## config.mk

```make
export PLATFORM = sky130hd
export DESIGN_NAME = mdu_top
export DESIGN_NICKNAME = d
export VERILOG_FILES = /design/src/mdu_top.v /design/src/mdu_step.v
export VERILOG_INCLUDE_DIRS = /design/src
export SDC_FILE = /design/constraint.sdc
export NUM_CORES = 1
export LEC_CHECK = 0
export BUFFER_PORTS_ARGS = -buffer_cell sky130_fd_sc_hd__buf_4
export CAP_MARGIN = 30
export CORE_ASPECT_RATIO = 0.8
export CORE_MARGIN = 4
export CORE_UTILIZATION = 50
export DETAILED_ROUTE_END_ITERATION = 8
export GPL_TIMING_DRIVEN = 0
export MAX_ROUTING_LAYER = met4
export PLACE_DENSITY = 0.7
export SLEW_MARGIN = 20
export SYNTH_ARGS = -nofsm -noshare
export SYNTH_HDL_FRONTEND = slang
export SYNTH_HIERARCHICAL = 1
export SYNTH_SLANG_ARGS = --single-unit
```

## constraint.sdc

```tcl
create_clock -name clk_sys -period 2.9 [get_ports clk_sys]
set_clock_uncertainty 0.2 [all_clocks]
set_input_delay 0.29 -clock clk_sys [delete_from_list [all_inputs] [get_ports clk_sys]]
set_output_delay 0.29 -clock clk_sys [all_outputs]
set_load 0.005 [all_outputs]
```

## src/mdu_defines.vh

```
`ifndef MDU_DEFINES_VH
`define MDU_DEFINES_VH
// register selects (addr port, one code per 16-bit register)
`define MDU_SEL_REM 3'h0
`define MDU_SEL_A_LOW 3'h1
`define MDU_SEL_A_HIGH 3'h2
`define MDU_SEL_B 3'h3
`define MDU_SEL_CTRL 3'h4
// control register fields
`define MDU_CTRL_START_BIT 7
`define MDU_CTRL_MUL_BIT 0
`define MDU_CTRL_RST 8'h00
`define MDU_REG16_RST 16'h0000
// cycles per operation
`define MDU_MUL_CYCLES 6'h10
`define MDU_DIV_CYCLES 6'h20
`endif

```

## src/mdu_top.v

```verilog
`timescale 1ns/1ps
`include "mdu_defines.vh"
// Summary of operation
// - multiply 16 by 16 into 32-bit product
// - divide 32 by 16, quotient and remainder
// - remainder holds remainder, zero after multiply
// - remainder readable 8/16 bit, reset zero
// - reads during operation may show intermediates
// - remainder cleared when start is set
// - operand A split halves, result in place
// - multiply launch clears operand A high half
// - multiply uses low half; quotient replaces dividend
// - intermediate results loaded from next clock
// - operand A halves writable 8/16 bit, reset zero
// - operand B holds multiplicand/divisor, reset zero
// - control resets zero: stopped, division mode
// - start bit launches, self-clears on the edge that raises interrupt
// - bit 0 selects multiply (1) or divide (0)
// - multiply 16 clocks, divide 32 clocks
// - clearing start aborts operation
module mdu_top (
  clk_sys,
  resetn,
  addr,
  wr_en,
  byte_en,
  wdata,
  rdata,
  muldiv_done_irq
);
  input wire clk_sys;
  input wire resetn;
  input wire [2:0] addr;
  input wire wr_en;
  input wire [1:0] byte_en;
  input wire [15:0] wdata;
  output reg [15:0] rdata;
  output reg muldiv_done_irq;

  reg [15:0] remainder_result_r;
  reg [15:0] operand_a_result_high_r;
  reg [15:0] operand_a_result_low_r;
  reg [15:0] operand_b_divisor_r;
  reg op_start_active_r;
  reg mul_not_div_select_r;
  reg [5:0] count_r;
  reg [16:0] acc_r;
  wire [16:0] acc_out;
  wire [31:0] quo_out;
  wire [31:0] operand_a_result;
  wire wr_ctrl;
  wire launch;
  wire last_step;
  wire [15:0] ctrl_merge;
  wire abort;
  wire iterate;
  wire run_done;
  wire host_wr;

  assign operand_a_result = {operand_a_result_high_r, operand_a_result_low_r};
  assign wr_ctrl = wr_en && addr == `MDU_SEL_CTRL && byte_en[0];
  assign ctrl_merge = {8'h00, wdata[7:0]};
  assign launch = wr_ctrl && ctrl_merge[`MDU_CTRL_START_BIT] &&
    !op_start_active_r;
  assign last_step = op_start_active_r &&
    count_r == (mul_not_div_select_r ? `MDU_MUL_CYCLES - 6'h01 :
    `MDU_DIV_CYCLES - 6'h01);
  // a control write with start low stops a run at once
  assign abort = wr_ctrl && !ctrl_merge[`MDU_CTRL_START_BIT];
  assign iterate = op_start_active_r && !abort;
  assign run_done = iterate && last_step;
  assign host_wr = wr_en && !op_start_active_r;

  // unsigned datapath: acc is remainder/upper product
  mdu_step u_step (
    .mul_mode(mul_not_div_select_r),
    .acc(acc_r),
    .quo(operand_a_result),
    .operand_b(operand_b_divisor_r),
    .acc_out(acc_out),
    .quo_out(quo_out)
  );

  always @(posedge clk_sys or negedge resetn)
  begin
    if (!resetn)
    begin
      op_start_active_r <= 1'b0;
      mul_not_div_select_r <= 1'b0;
    end
    else
    begin
      // mode bit follows writes; changing it mid-run is undefined
      if (wr_ctrl)
        mul_not_div_select_r <= ctrl_merge[`MDU_CTRL_MUL_BIT];
      if (launch)
        op_start_active_r <= 1'b1;
      else if (abort)
        op_start_active_r <= 1'b0; // abort, result not kept
      else if (run_done)
        op_start_active_r <= 1'b0; // start clears itself
    end
  end

  // one-cycle completion pulse, set after the last step
  always @(posedge clk_sys or negedge resetn)
  begin
    if (!resetn)
      muldiv_done_irq <= 1'b0;
    else
      muldiv_done_irq <= run_done;
  end

  // acc carries the partial remainder or the upper product
  always @(posedge clk_sys or negedge resetn)
  begin
    if (!resetn)
    begin
      count_r <= 6'h00;
      acc_r <= 17'h00000;
    end
    else if (launch)
    begin
      count_r <= 6'h00;
      acc_r <= 17'h00000;
    end
    else if (iterate)
    begin
      count_r <= count_r + 6'h01;
      acc_r <= acc_out;
    end
  end

  // remainder shows the partial remainder while dividing
  always @(posedge clk_sys or negedge resetn)
  begin
    if (!resetn)
      remainder_result_r <= `MDU_REG16_RST;
    else if (launch)
      remainder_result_r <= `MDU_REG16_RST;
    else if (iterate)
    begin
      if (mul_not_div_select_r)
        remainder_result_r <= 16'h0000;
      else
        remainder_result_r <= acc_out[15:0];
    end
  end

  // result register takes partial results every clock
  always @(posedge clk_sys or negedge resetn)
  begin
    if (!resetn)
    begin
      operand_a_result_high_r <= `MDU_REG16_RST;
      operand_a_result_low_r <= `MDU_REG16_RST;
    end
    else if (launch)
    begin
      if (ctrl_merge[`MDU_CTRL_MUL_BIT])
        operand_a_result_high_r <= 16'h0000;
    end
    else if (run_done && mul_not_div_select_r)
    begin
      // product overwrites all 32 bits
      operand_a_result_high_r <= acc_out[15:0];
      operand_a_result_low_r <= quo_out[15:0];
    end
    else if (iterate)
    begin
      operand_a_result_high_r <= quo_out[31:16];
      operand_a_result_low_r <= quo_out[15:0];
    end
    else if (host_wr && addr == `MDU_SEL_A_LOW)
    begin
      // byte lanes give the 8-bit access form
      if (byte_en[0]) operand_a_result_low_r[7:0] <= wdata[7:0];
      if (byte_en[1]) operand_a_result_low_r[15:8] <= wdata[15:8];
    end
    else if (host_wr && addr == `MDU_SEL_A_HIGH)
    begin
      if (byte_en[0]) operand_a_result_high_r[7:0] <= wdata[7:0];
      if (byte_en[1]) operand_a_result_high_r[15:8] <= wdata[15:8];
    end
  end

  // writes while running are dropped; the run keeps its divisor
  always @(posedge clk_sys or negedge resetn)
  begin
    if (!resetn)
      operand_b_divisor_r <= `MDU_REG16_RST;
    else if (host_wr && addr == `MDU_SEL_B)
    begin
      if (byte_en[0]) operand_b_divisor_r[7:0] <= wdata[7:0];
      if (byte_en[1]) operand_b_divisor_r[15:8] <= wdata[15:8];
    end
  end

  // registered read data; full 16 bits, host picks its byte
  always @(posedge clk_sys or negedge resetn)
  begin
    if (!resetn)
      rdata <= 16'h0000;
    else
    begin
      case (addr)
        `MDU_SEL_REM: rdata <= remainder_result_r;
        `MDU_SEL_A_LOW: rdata <= operand_a_result_low_r;
        `MDU_SEL_A_HIGH: rdata <= operand_a_result_high_r;
        `MDU_SEL_B: rdata <= operand_b_divisor_r;
        `MDU_SEL_CTRL: rdata <= {8'h00, op_start_active_r, 6'h00,
          mul_not_div_select_r};
        default: rdata <= 16'h0000;
      endcase
    end
  end
endmodule // mdu_top

```

## src/mdu_step.v

```verilog
`timescale 1ns/1ps
// one iteration of the shift-add multiplier or restoring divider
module mdu_step (
  mul_mode,
  acc,
  quo,
  operand_b,
  acc_out,
  quo_out
);
  input wire mul_mode;
  input wire [16:0] acc;
  input wire [31:0] quo;
  input wire [15:0] operand_b;
  output reg [16:0] acc_out;
  output reg [31:0] quo_out;
  reg [17:0] sum;
  reg [16:0] trial;
  always @*
  begin
    sum = 18'h00000;
    trial = 17'h00000;
    acc_out = acc;
    quo_out = quo;
    if (mul_mode)
    begin
      // acc holds upper product bits, quo low holds multiplier
      sum = {1'b0, acc} + (quo[0] ? {2'b00, operand_b} : 18'h00000);
      acc_out = sum[17:1];
      quo_out = {16'h0000, sum[0], quo[15:1]};
    end
    else
    begin
      trial = {acc[15:0], quo[31]};
      if (trial >= {1'b0, operand_b})
      begin
        acc_out = trial - {1'b0, operand_b};
        quo_out = {quo[30:0], 1'b1};
      end
      else
      begin
        acc_out = trial;
        quo_out = {quo[30:0], 1'b0};
      end
    end
  end
endmodule // mdu_step

```

Word-level counts from Yosys, hierarchy flattened
Index checks and enable logic that the tools add are counted.

Logic and storage cells: 84. Input port bits: 24. Bits in registers: 106.

Reduce and logical (&&, ||, !) cells: 31. Equality and inequality tests: 7. Muxes and demuxes: 28. $add $sub $neg: 3. $lt $le $gt $ge: 1. Bitwise logic cells: 1.

Operator list (number): 2-to-1 mux 16 bit (13); case mux 16 bit (5 select lines) (1); 2-to-1 mux 17 bit (4); 2-to-1 mux 32 bit (1); adder 17 x 18 -> 18 bit (1); greater-or-equal comparator 17 x 16 -> 1 bit (1); subtractor 17 x 16 -> 17 bit (1); 2-to-1 mux 8 bit (2); logical AND 1 bit (13); 2-to-1 mux 6 bit (2); nonzero test 3 bit (4); nonzero test 4 bit (3); AND reduction 4 bit (2); adder 6 x 1 -> 6 bit, second input constant (1); equality test 3 x 2 -> 1 bit, second input constant (2); equality test 6 x 5 -> 1 bit (1); AND reduction 3 bit (2); 2-to-1 mux 5 bit (1); 2-to-1 mux 1 bit (4); inequality test 4 bit, second input constant (1); AND reduction 2 bit (2); equality test 3 x 1 -> 1 bit, second input constant (1); equality test 3 bit, second input constant (1); zero test 1 bit (3); 4 further kinds (4).

Depth between registers and ports, before layout
Gate-level depths: netlist of the first run.

Depth in word-level cells: 10. Depth in mapped cells: 13. Depth with buffers taken out: 13.

Modules after synthesis
The synthesis of the first run kept the hierarchy.

Modules (own cells, without submodules): mdu_top (cells an instance 386, area an instance 4875.9 um^2, times used 1); mdu_step (cells an instance 345, area an instance 2416.1 um^2, times used 1).

Worst setup path before layout of the first run
OpenSTA, ideal clock, no wires.

Path type: register to register. Start point: register acc_r[9]. End point: register operand_a_result_high_r[3]. Stages on the path, launching flop included: 12. Data required time: 2.574 ns. Clock period less this slack: 3.026 ns. Slack: -0.126 ns. Data arrival time: 2.700 ns. Path through: dfrtp_1 > ha_1 > buf_2 > nand4_2 > or3_4 > o311ai_4 > buf_6 > inv_1 > a211oi_1 > a21oi_1 > mux2_2 > a221o_1.

Word-level cells in the longest chain between the ends: 5.

RTL lines: start: declaration (line mdu_top.v:47) `reg [16:0] acc_r;`; start signal: assignment (line mdu_top.v:130) `acc_r <= acc_out;`; greater-or-equal comparator 17 x 16 -> 1 bit (line mdu_step.v:35) `if (trial >= {1'b0, operand_b})`; 2-to-1 mux 17 bit (line mdu_step.v:35); 2-to-1 mux 17 bit (line mdu_step.v:25) `if (mul_mode)`; net acc_out[3] (line mdu_top.v:48) `wire [16:0] acc_out;`; 2-to-1 mux 16 bit (line mdu_top.v:163) `else if (run_done && mul_not_div_select_r)`; 2-to-1 mux 16 bit (line mdu_top.v:158) `else if (launch)`; end signal: assignment (line mdu_top.v:155) `` operand_a_result_high_r <= `MDU_REG16_RST; ``; end signal: assignment (line mdu_top.v:166) `operand_a_result_high_r <= acc_out[15:0];`; end signal: assignment (line mdu_top.v:171) `operand_a_result_high_r <= quo_out[31:16];`; end: declaration (line mdu_top.v:41) `reg [15:0] operand_a_result_high_r;`.

The timed path passes the listed nets, and every way through them passes these cells. A chain may end at the register's enable or synchronous reset.

Final worst setup path of the first run
Start point: register operand_b_divisor_r[10]. End point: register operand_a_result_high_r[5].

Word-level cells in the longest chain between the ends: 5.

RTL lines: start: declaration (line mdu_top.v:43) `reg [15:0] operand_b_divisor_r;`; start signal: assignment (line mdu_top.v:191) `` operand_b_divisor_r <= `MDU_REG16_RST; ``; start signal: assignment (line mdu_top.v:195) `if (byte_en[1]) operand_b_divisor_r[15:8] <= wdata[15:8];`; greater-or-equal comparator 17 x 16 -> 1 bit (line mdu_step.v:35); 2-to-1 mux 17 bit (line mdu_step.v:35); 2-to-1 mux 17 bit (line mdu_step.v:25); net acc_out[5] (line mdu_top.v:48); 2-to-1 mux 16 bit (line mdu_top.v:163); 2-to-1 mux 16 bit (line mdu_top.v:158).

The timed path passes the listed nets, and every way through them passes these cells.

==> metrics.md, run 1 <==
| Metric | Value |
|---|---|
| Initial antenna violation count | `0` |
| Drt drc | `0` |
| Max VDD drop | `566 uV` |
| Layout area overhead | `24.7%` |
| Remaining global-route overflow | `0` |
| Share of cells above drive strength 1 | `30.7%` |
| Top Ports | `41` |
| Post-layout min period | `3.17 ns` |
| Synth top area share | `36.4%` |
| Synth Warn # | `6` |
| Synth Net Count | `790` |
| WL/cell | `22.2 um` |
| GP Congestion | `0.947` |
| CP Cell Sequence | `inv_1, ha_1, buf_6, a21o_1, a21o_1, a21oi_4, o311ai_4, buf_2, and2_1, a211oi_2, a21oi_2, mux2_4, a221o_1` |
| Buf+Inv Stages, Crit Path | `3` |
| DIE WIDTH | `143 um` |
| Setup CP Type | `flop to flop` |
| Leakage | `0.00412 uW` |
| Global-route usage over all layers | `27.8%` |
| IO Port Bufs | `37` |
| Design area | `0.00909 sq mm` |
| Largest net degree at the start of global routing | `107` |
| Worst path max stage delay | `0.44 ns` |
| Final hold viol count | `0` |
| Syn_area_per_cell | `9.98 sq um` |
| Post-Layout Cell Count | `1017` |
| Status | `finished, violations left` |
| CP dominant cell by count | `a21o_1` |
| Final period util | `109%` |
| Post-route ant nets | `0` |
| Post-Route Utilization | `63.6%` |
| Setup ws final | `-0.273 ns` |
| Overall Power | `11500 uW` |
| Dpl ws | `-0.770 ns` |
| CTS root buf | `clkbuf_16` |
| CTS clk-pin slew, worst paths | `0.07 ns` |
| Synth async-reset ratio | `100%` |
| # rows | `39` |
| 1st-iter DRT viols | `637` |
| # fillers | `1119` |
| Worst endpoint required time | `2.93 ns` |
| Dpl cell area | `0.00786 sq mm` |
| Via count | `6330` |
| Mapped Area | `0.00729 sq mm` |
| Commonest register cell after synthesis | `dfrtp_1` |
| Yosys reg bits | `106` |
| Synth area leader | `dfrtp_1` |
| Unrepaired setup endpoints after global routing | `true` |
| Starting Density | `51.0%` |
| Worst-Skew Late Latency | `0.35 ns` |
| DIE AREA | `0.0166 sq mm` |
| Slew HR | `32.5%` |
| Placed Cells | `953` |
| Sequential fraction of the synthesis area | `36.4%` |
| Highest clock rate | `315 MHz` |
| Post-DR vias/cell | `6.22` |
| Cell Pwr Density | `1270 mW/mm^2` |
| Cts bufs inserted | `9` |
| Detail Placement HPWL | `15400 um` |
| Worst Tran Pin Value | `1.01 ns` |
| Top cells by area, synth | `dfrtp_1 36%, mux2_2 6.5%, mux2i_1 5.9%, ha_1 5.7%, mux4_2 4.3%` |
| CTS sink count | `106` |
| Synth Instances | `731` |
| Post-synth EDFFs | `0` |
| Max cap viols | `0` |
| Core Region | `0.0143 sq mm` |
| Setup crit start kind | `flop` |
| CTS max path bufs | `2` |
| WL final | `22500 um` |
| DRT Pass-1 Iters | `6` |
| Post-synth cell types | `65` |
| Final setup violation count | `41` |
| H-tree depth | `3` |
| Final Net Count | `887` |
| Delay-heaviest family, CP | `compound AO/OA/AOI/OAI gates` |
| CP max-delay cell | `dfrtp_1` |
| Vias in the first global route | `6123` |
| First-pass GRT wire length | `34400 um` |
| Critical Path Sink Type | `flop` |
| Failing checks | `negative setup slack` |
| CTS tree | `yes` |
| Max FO, Critical Path | `4` |
| Hold WC Path Type | `input port to flop` |
| Die height | `116 um` |
| Diode count | `0` |
| Crit path DAT | `3.20 ns` |
| Pins Over Slew Limit | `0` |
==> registers in the layout, summed over array words and instances, names as in the netlist, 6 cells and up <==
register	flops
rdata	16
operand_b_divisor_r	16
remainder_result_r	16
operand_a_result_high_r	16
operand_a_result_low_r	16
count_r	6
acc_r	17
==> cell families (layout without fill, tap and decap cells) <==
family,count (synthesis),after routing,share of synthesized area [%]
and+or+nand+nor,205,205,15.3
AOI/OAI and AO/OA,194,194,18.1
DFF,106,106,36.4
muxes,100,100,16.9
buffers and inverters,65,167,3.91
adders and majority gates,35,35,6.21
xor gates and xnor gates,26,26,3.12
==> Yosys cell counts, drive strengths merged, types with 3 or more instances <==
cell type / instances
xor2: 16
buf: 13
clkbuf: 26
o21bai: 3
nand2b: 7
xnor2: 10
nand4: 5
and3: 3
a221o: 10
a21o: 11
dfrtp: 106
ha: 33
mux2: 43
nor2b: 39
inv: 26
mux4: 14
or3: 6
a22oi: 6
mux2i: 43
nand3b: 3
nand3: 12
nor2: 18
nand2: 63
o211ai: 11
a22o: 35
o31ai: 3
or2: 4
a21oi: 38
a31oi: 4
nor3: 8
and2: 26
o21ai: 54
==> cell type report <==
type | count | area [sq um] | share of cell area [%]
buffer | 37 | 208 | 2.28
clock buffer | 12 | 246 | 2.71
clock inverter | 4 | 27.5 | 0.303
tap | 184 | 230 | 2.53
sequential | 106 | 2660 | 29.3
timing repair buffer | 88 | 726 | 7.98
inverter | 26 | 100 | 1.10
multi-input combinational | 560 | 4890 | 53.8
==> per-stage QoR <==
stage                     TNS (ns)  hold WS (ns)
final                        -4.71       0.00451
after detailed placement    -17.84         0.281
after CTS                    -4.34       0.00105
after global routing         -9.06       0.00211
after global placement      -16.60         0.284
after floorplan                  0        -0.206
==> final timing paths <==
path	startpoint	end	slack [ns]	cells past startpoint
hold / removal	wdata[4]	operand_b_divisor_r[4]	0.005	2
setup / recovery	operand_b_divisor_r[10]	operand_a_result_high_r[5]	-0.27	13
max in group asynchronous	resetn	operand_b_divisor_r[15]	1.63	3
min in group asynchronous	resetn	acc_r[3]	0.18	2
hold reg to reg	remainder_result_r[0]	remainder_result_r[0]	0.30	1
setup reg to reg	operand_b_divisor_r[10]	operand_a_result_high_r[5]	-0.27	13
==> cells in the final DEF (no fill, tap or decap), types with 5 or more instances in the layout <==
master	n
nor2_1	18
dfrtp_1	98
nor2b_1	39
mux4_2	14
or3_1	5
o211ai_1	11
a22o_1	35
nand2_1	60
dlygate4sd3_1	10
ha_4	8
xor2_1	16
inv_1	23
nand3_1	9
o21ai_2	9
ha_1	20
a21o_1	8
o21ai_0	35
buf_4	69
o21ai_1	8
a21oi_2	9
a221o_1	10
buf_2	6
clkbuf_16	9
mux2_2	38
mux2i_1	35
dfrtp_2	8
and2_1	25
xnor2_1	9
buf_6	9
nor3_1	7
clkbuf_1	25
mux2i_4	5
a21oi_1	26
ha_2	5
nand2b_1	7
mux2_4	5
==> worst reg2reg max path: stages (launching register included) <==
cell and delay [ns]:
dfrtp_1 0.44, inv_1 0.08, ha_1 0.28, buf_6 0.13, a21o_1 0.15, a21o_1 0.21
a21oi_4 0.18, o311ai_4 0.15, buf_2 0.18, and2_1 0.15, a211oi_2 0.22, a21oi_2 0.08
mux2_4 0.31, a221o_1 0.30
==> power breakdown <==
part           internal (uW)  leakage (uW)  switching, uW
Clock                    606      0.000125            551
Combinational           3690       0.00263           4020
Sequential              2040       0.00137            632
==> metal layers <==
| layer | wire [um] | vias to the layer above | track usage, % |
|---|---|---|---|
| li1 | - | 2890 | - |
| met1 | 9970 | 3148 | 38.5 |
| met2 | 10500 | 254 | 42.0 |
| met3 | 1640 | 38 | 5.61 |
| met4 | 458 | 0 | 7.41 |
| met5 | 0 | - | - |
==> what timing repair did <==
action	in CTS	in global routing
pin swaps	33	27
hold buffers	10	0
endpoints found under the setup margin	49	48
endpoints found under the hold margin	119	0
gates resized for setup	85	41
cloned	1	0
buffers inserted	26	11
(Power assumes the default switching activity.)
==> inputs of run 2 (changes only) <==
REMOVE_ABC_BUFFERS = 1   (was not set)
==> run 2 against run 1 <==
- the flow still finishes with violations (negative setup slack)
- largest cell class unchanged
- utilization increased by 1.8 points
- critical path depth decreased by 2
- critical endpoint is now operand_a_result_high_r[6]
- hold slack improved by 0.0086 ns
- routed wire length fell by 0.19%
- register-to-register slack better by 0.02 ns
- sequential power is 2% higher
==> metrics.md, run 2 (same netlist as run 1, synthesis figures left out) <==
| Metric | Value |
|---|---|
| Status | `finished, violations left (unchanged)` |
| Failing checks | `negative setup slack (unchanged)` |
| Remaining global-route overflow | `0 (unchanged)` |
| DIE AREA | `0.0166 sq mm (unchanged)` |
| Hold WC Path Type | `input port to flop (unchanged)` |
| Final hold viol count | `0 (unchanged)` |
| Highest clock rate | `318 MHz (was 315 MHz)` |
| 1st-iter DRT viols | `566 (was 637)` |
| Post-route ant nets | `0 (unchanged)` |
| Slew HR | `25.6% (was 32.5%)` |
| Most frequent cells in the layout | `93 x buf_4, 92 x dfrtp_1, 59 x nand2_1 (was 98 x dfrtp_1, 69 x buf_4, 60 x nand2_1)` |
| Worst Tran Pin Value | `1.12 ns (was 1.01 ns)` |
| Overall Power | `11900 uW (was 11500 uW)` |
| CTS tree | `yes (unchanged)` |
| DRT Pass-1 Iters | `5 (was 6)` |
| Starting Density | `51.0% (unchanged)` |
| Flop2flop setup slack | `-0.25 ns (was -0.27 ns)` |
| Largest register FFs | `17 (unchanged)` |
| Setup ws final | `-0.250 ns (was -0.273 ns)` |
| Core Region | `0.0143 sq mm (unchanged)` |
| CTS max path bufs | `2 (unchanged)` |
| Max FO, Critical Path | `6 (was 4)` |
| Global-route usage over all layers | `27.5% (was 27.8%)` |
| CP max-delay cell | `dfrtp_1 (unchanged)` |
| Post-layout min period | `3.15 ns (was 3.17 ns)` |
| CTS root buf | `clkbuf_16 (unchanged)` |
| Leakage | `0.00421 uW (was 0.00412 uW)` |
| Max VDD drop | `677 uV (was 566 uV)` |
| Worst-Skew Late Latency | `0.35 ns (about the same)` |
| Diode count | `0 (unchanged)` |
| First-pass GRT wire length | `34300 um (was 34400 um)` |
| Crit path DAT | `3.18 ns (was 3.20 ns)` |
| Detail Placement HPWL | `13900 um (was 15400 um)` |
| GP Congestion | `0.876 (was 0.947)` |
| Final period util | `109% (about the same)` |
| Largest net degree at the start of global routing | `107 (unchanged)` |
| CTS clk-pin slew, worst paths | `0.07 ns (about the same)` |
| Post-DR vias/cell | `6.32 (was 6.22)` |
| Unrepaired setup endpoints after global routing | `true (unchanged)` |
| # rows | `39 (unchanged)` |
| Final Net Count | `877 (was 887)` |
| Largest Register | `acc_r (unchanged)` |
| Setup crit start kind | `flop (unchanged)` |
| IO Port Bufs | `40 (was 37)` |
| Pins Over Slew Limit | `0 (unchanged)` |
| Cts bufs inserted | `9 (unchanged)` |
| H-tree depth | `3 (unchanged)` |
| Setup CP Type | `flop to flop (unchanged)` |
| Worst endpoint required time | `2.93 ns (about the same)` |
| WL final | `22500 um (about the same)` |
| Via count | `6360 (was 6330)` |
| Worst Hold Slack | `0.0131 ns (was 0.00451 ns)` |
| Vias in the first global route | `6318 (was 6123)` |
| Worst path max stage delay | `0.41 ns (was 0.44 ns)` |
| Initial antenna violation count | `0 (unchanged)` |
| DIE WIDTH | `143 um (unchanged)` |
| Cell Pwr Density | `1270 mW/mm^2 (about the same)` |
| CP Cell Sequence | `inv_2, ha_4, nand3_4, or3_4, o311ai_4, buf_8, buf_12, mux2i_4, o21ai_2, mux2_4, a221o_1 (was inv_1, ha_1, buf_6, a21o_1, a21o_1, a21oi_4, o311ai_4, buf_2, and2_1, a211oi_2, a21oi_2, mux2_4, a221o_1)` |
| WL/cell | `22.3 um (was 22.2 um)` |
| Max cap viols | `0 (unchanged)` |
| Drt drc | `0 (unchanged)` |
| Share of cells above drive strength 1 | `37.2% (was 30.7%)` |
| Layout area overhead | `28.3% (was 24.7%)` |
| Critical Path Sink Type | `flop (unchanged)` |
| Die height | `116 um (unchanged)` |
| CTS sink count | `106 (unchanged)` |
| Final setup violation count | `31 (was 41)` |
| Top Ports | `41 (unchanged)` |
| Most common cell after layout, fill and taps aside | `buf_4 (was dfrtp_1)` |
[run 2: cell types whose count changed in the layout (fill, tap and decap cells not counted), moves of 5 or more]
cell | before | now
buf_4 | 69 | 93
inv_2 | 2 | 7
ha_4 | 8 | 18
inv_1 | 23 | 18
a21oi_4 | 3 | 8
ha_1 | 20 | 11
dfrtp_1 | 98 | 92
clkbuf_1 | 25 | 0
a21oi_1 | 26 | 20
buf_6 | 9 | 2
buf_2 | 6 | 1
[run 2: timing repair]
item / 4_1_cts / 5_1_grt
endpoints found under the hold margin: 119 / 0
gates cloned: 1 / 0
hold buffers: 10 / 0
resized for setup: 125 / 41
buffers inserted: 44 / 13
endpoints found under the setup margin: 50 / 43
pin swaps: 43 / 25
[run 2: metal layers]
metal	GRT usage (%)	vias to the layer above	share of wire [%]
met2	42.5	293	48
met5	-	-	0
met1	36.7	3169	42
li1	-	2859	-
met4	8.17	0	2.3
met3	5.69	39	7.4
[run 2: area by class of cell]
type                       instances  area [sq um]
inverter                          26           101
tap                              184           230
clock inverter                     5          37.5
multi-input combinational        560          5040
clock buffer                      11           253
timing repair buffer             115          1020
sequential                       106          2680
fill                            1048          4940
[run 2: worst max-delay path, delay by kind of cell, from the launching register on]
| family | cells | cell delay, ns |
|---|---|---|
| and+or+nand+nor | 2 | 0.49 |
| AOI/OAI and AO/OA | 3 | 0.74 |
| buffers and inverters | 3 | 0.37 |
| muxes | 2 | 0.51 |
| DFF | 1 | 0.41 |
| adders and majority gates | 1 | 0.31 |
[run 2: final timing paths]
kind | endpoint | startpoint | cells past startpoint
hold / removal | operand_b_divisor_r[1] | wdata[1] | 2
setup / recovery | operand_a_result_high_r[6] | operand_b_divisor_r[14] | 11
min in group asynchronous | acc_r[4] | resetn | 2
hold reg to reg | remainder_result_r[5] | remainder_result_r[5] | 1
setup reg to reg | operand_a_result_high_r[6] | operand_b_divisor_r[14] | 11
max in group asynchronous | operand_b_divisor_r[11] | resetn | 3
[run 2: power breakdown]
part / internal [uW] / total, uW / leakage (uW) / switching [uW]
Clock: 633 / 1200 / 0.000138 / 565
Combinational: 3950 / 8000 / 0.00271 / 4040
Sequential: 2050 / 2720 / 0.00136 / 668
Total: 6640 / 11900 / 0.00421 / 5280
[run 2: metrics by stage]
stage	cells	area, sq um	setup TNS (ns)	setup slack, ns	util (%)
final	1007	9360	-3.53	-0.250	65.4
after detailed placement	921	7760	-28.46	-0.987	54.3
after global placement	916	7630	-65.19	-1.59	53.4
after global routing	1007	9360	-6.20	-0.298	65.4
after floorplan	692	7100	-8.82	-0.628	-
after CTS	992	9030	-2.54	-0.179	63.1
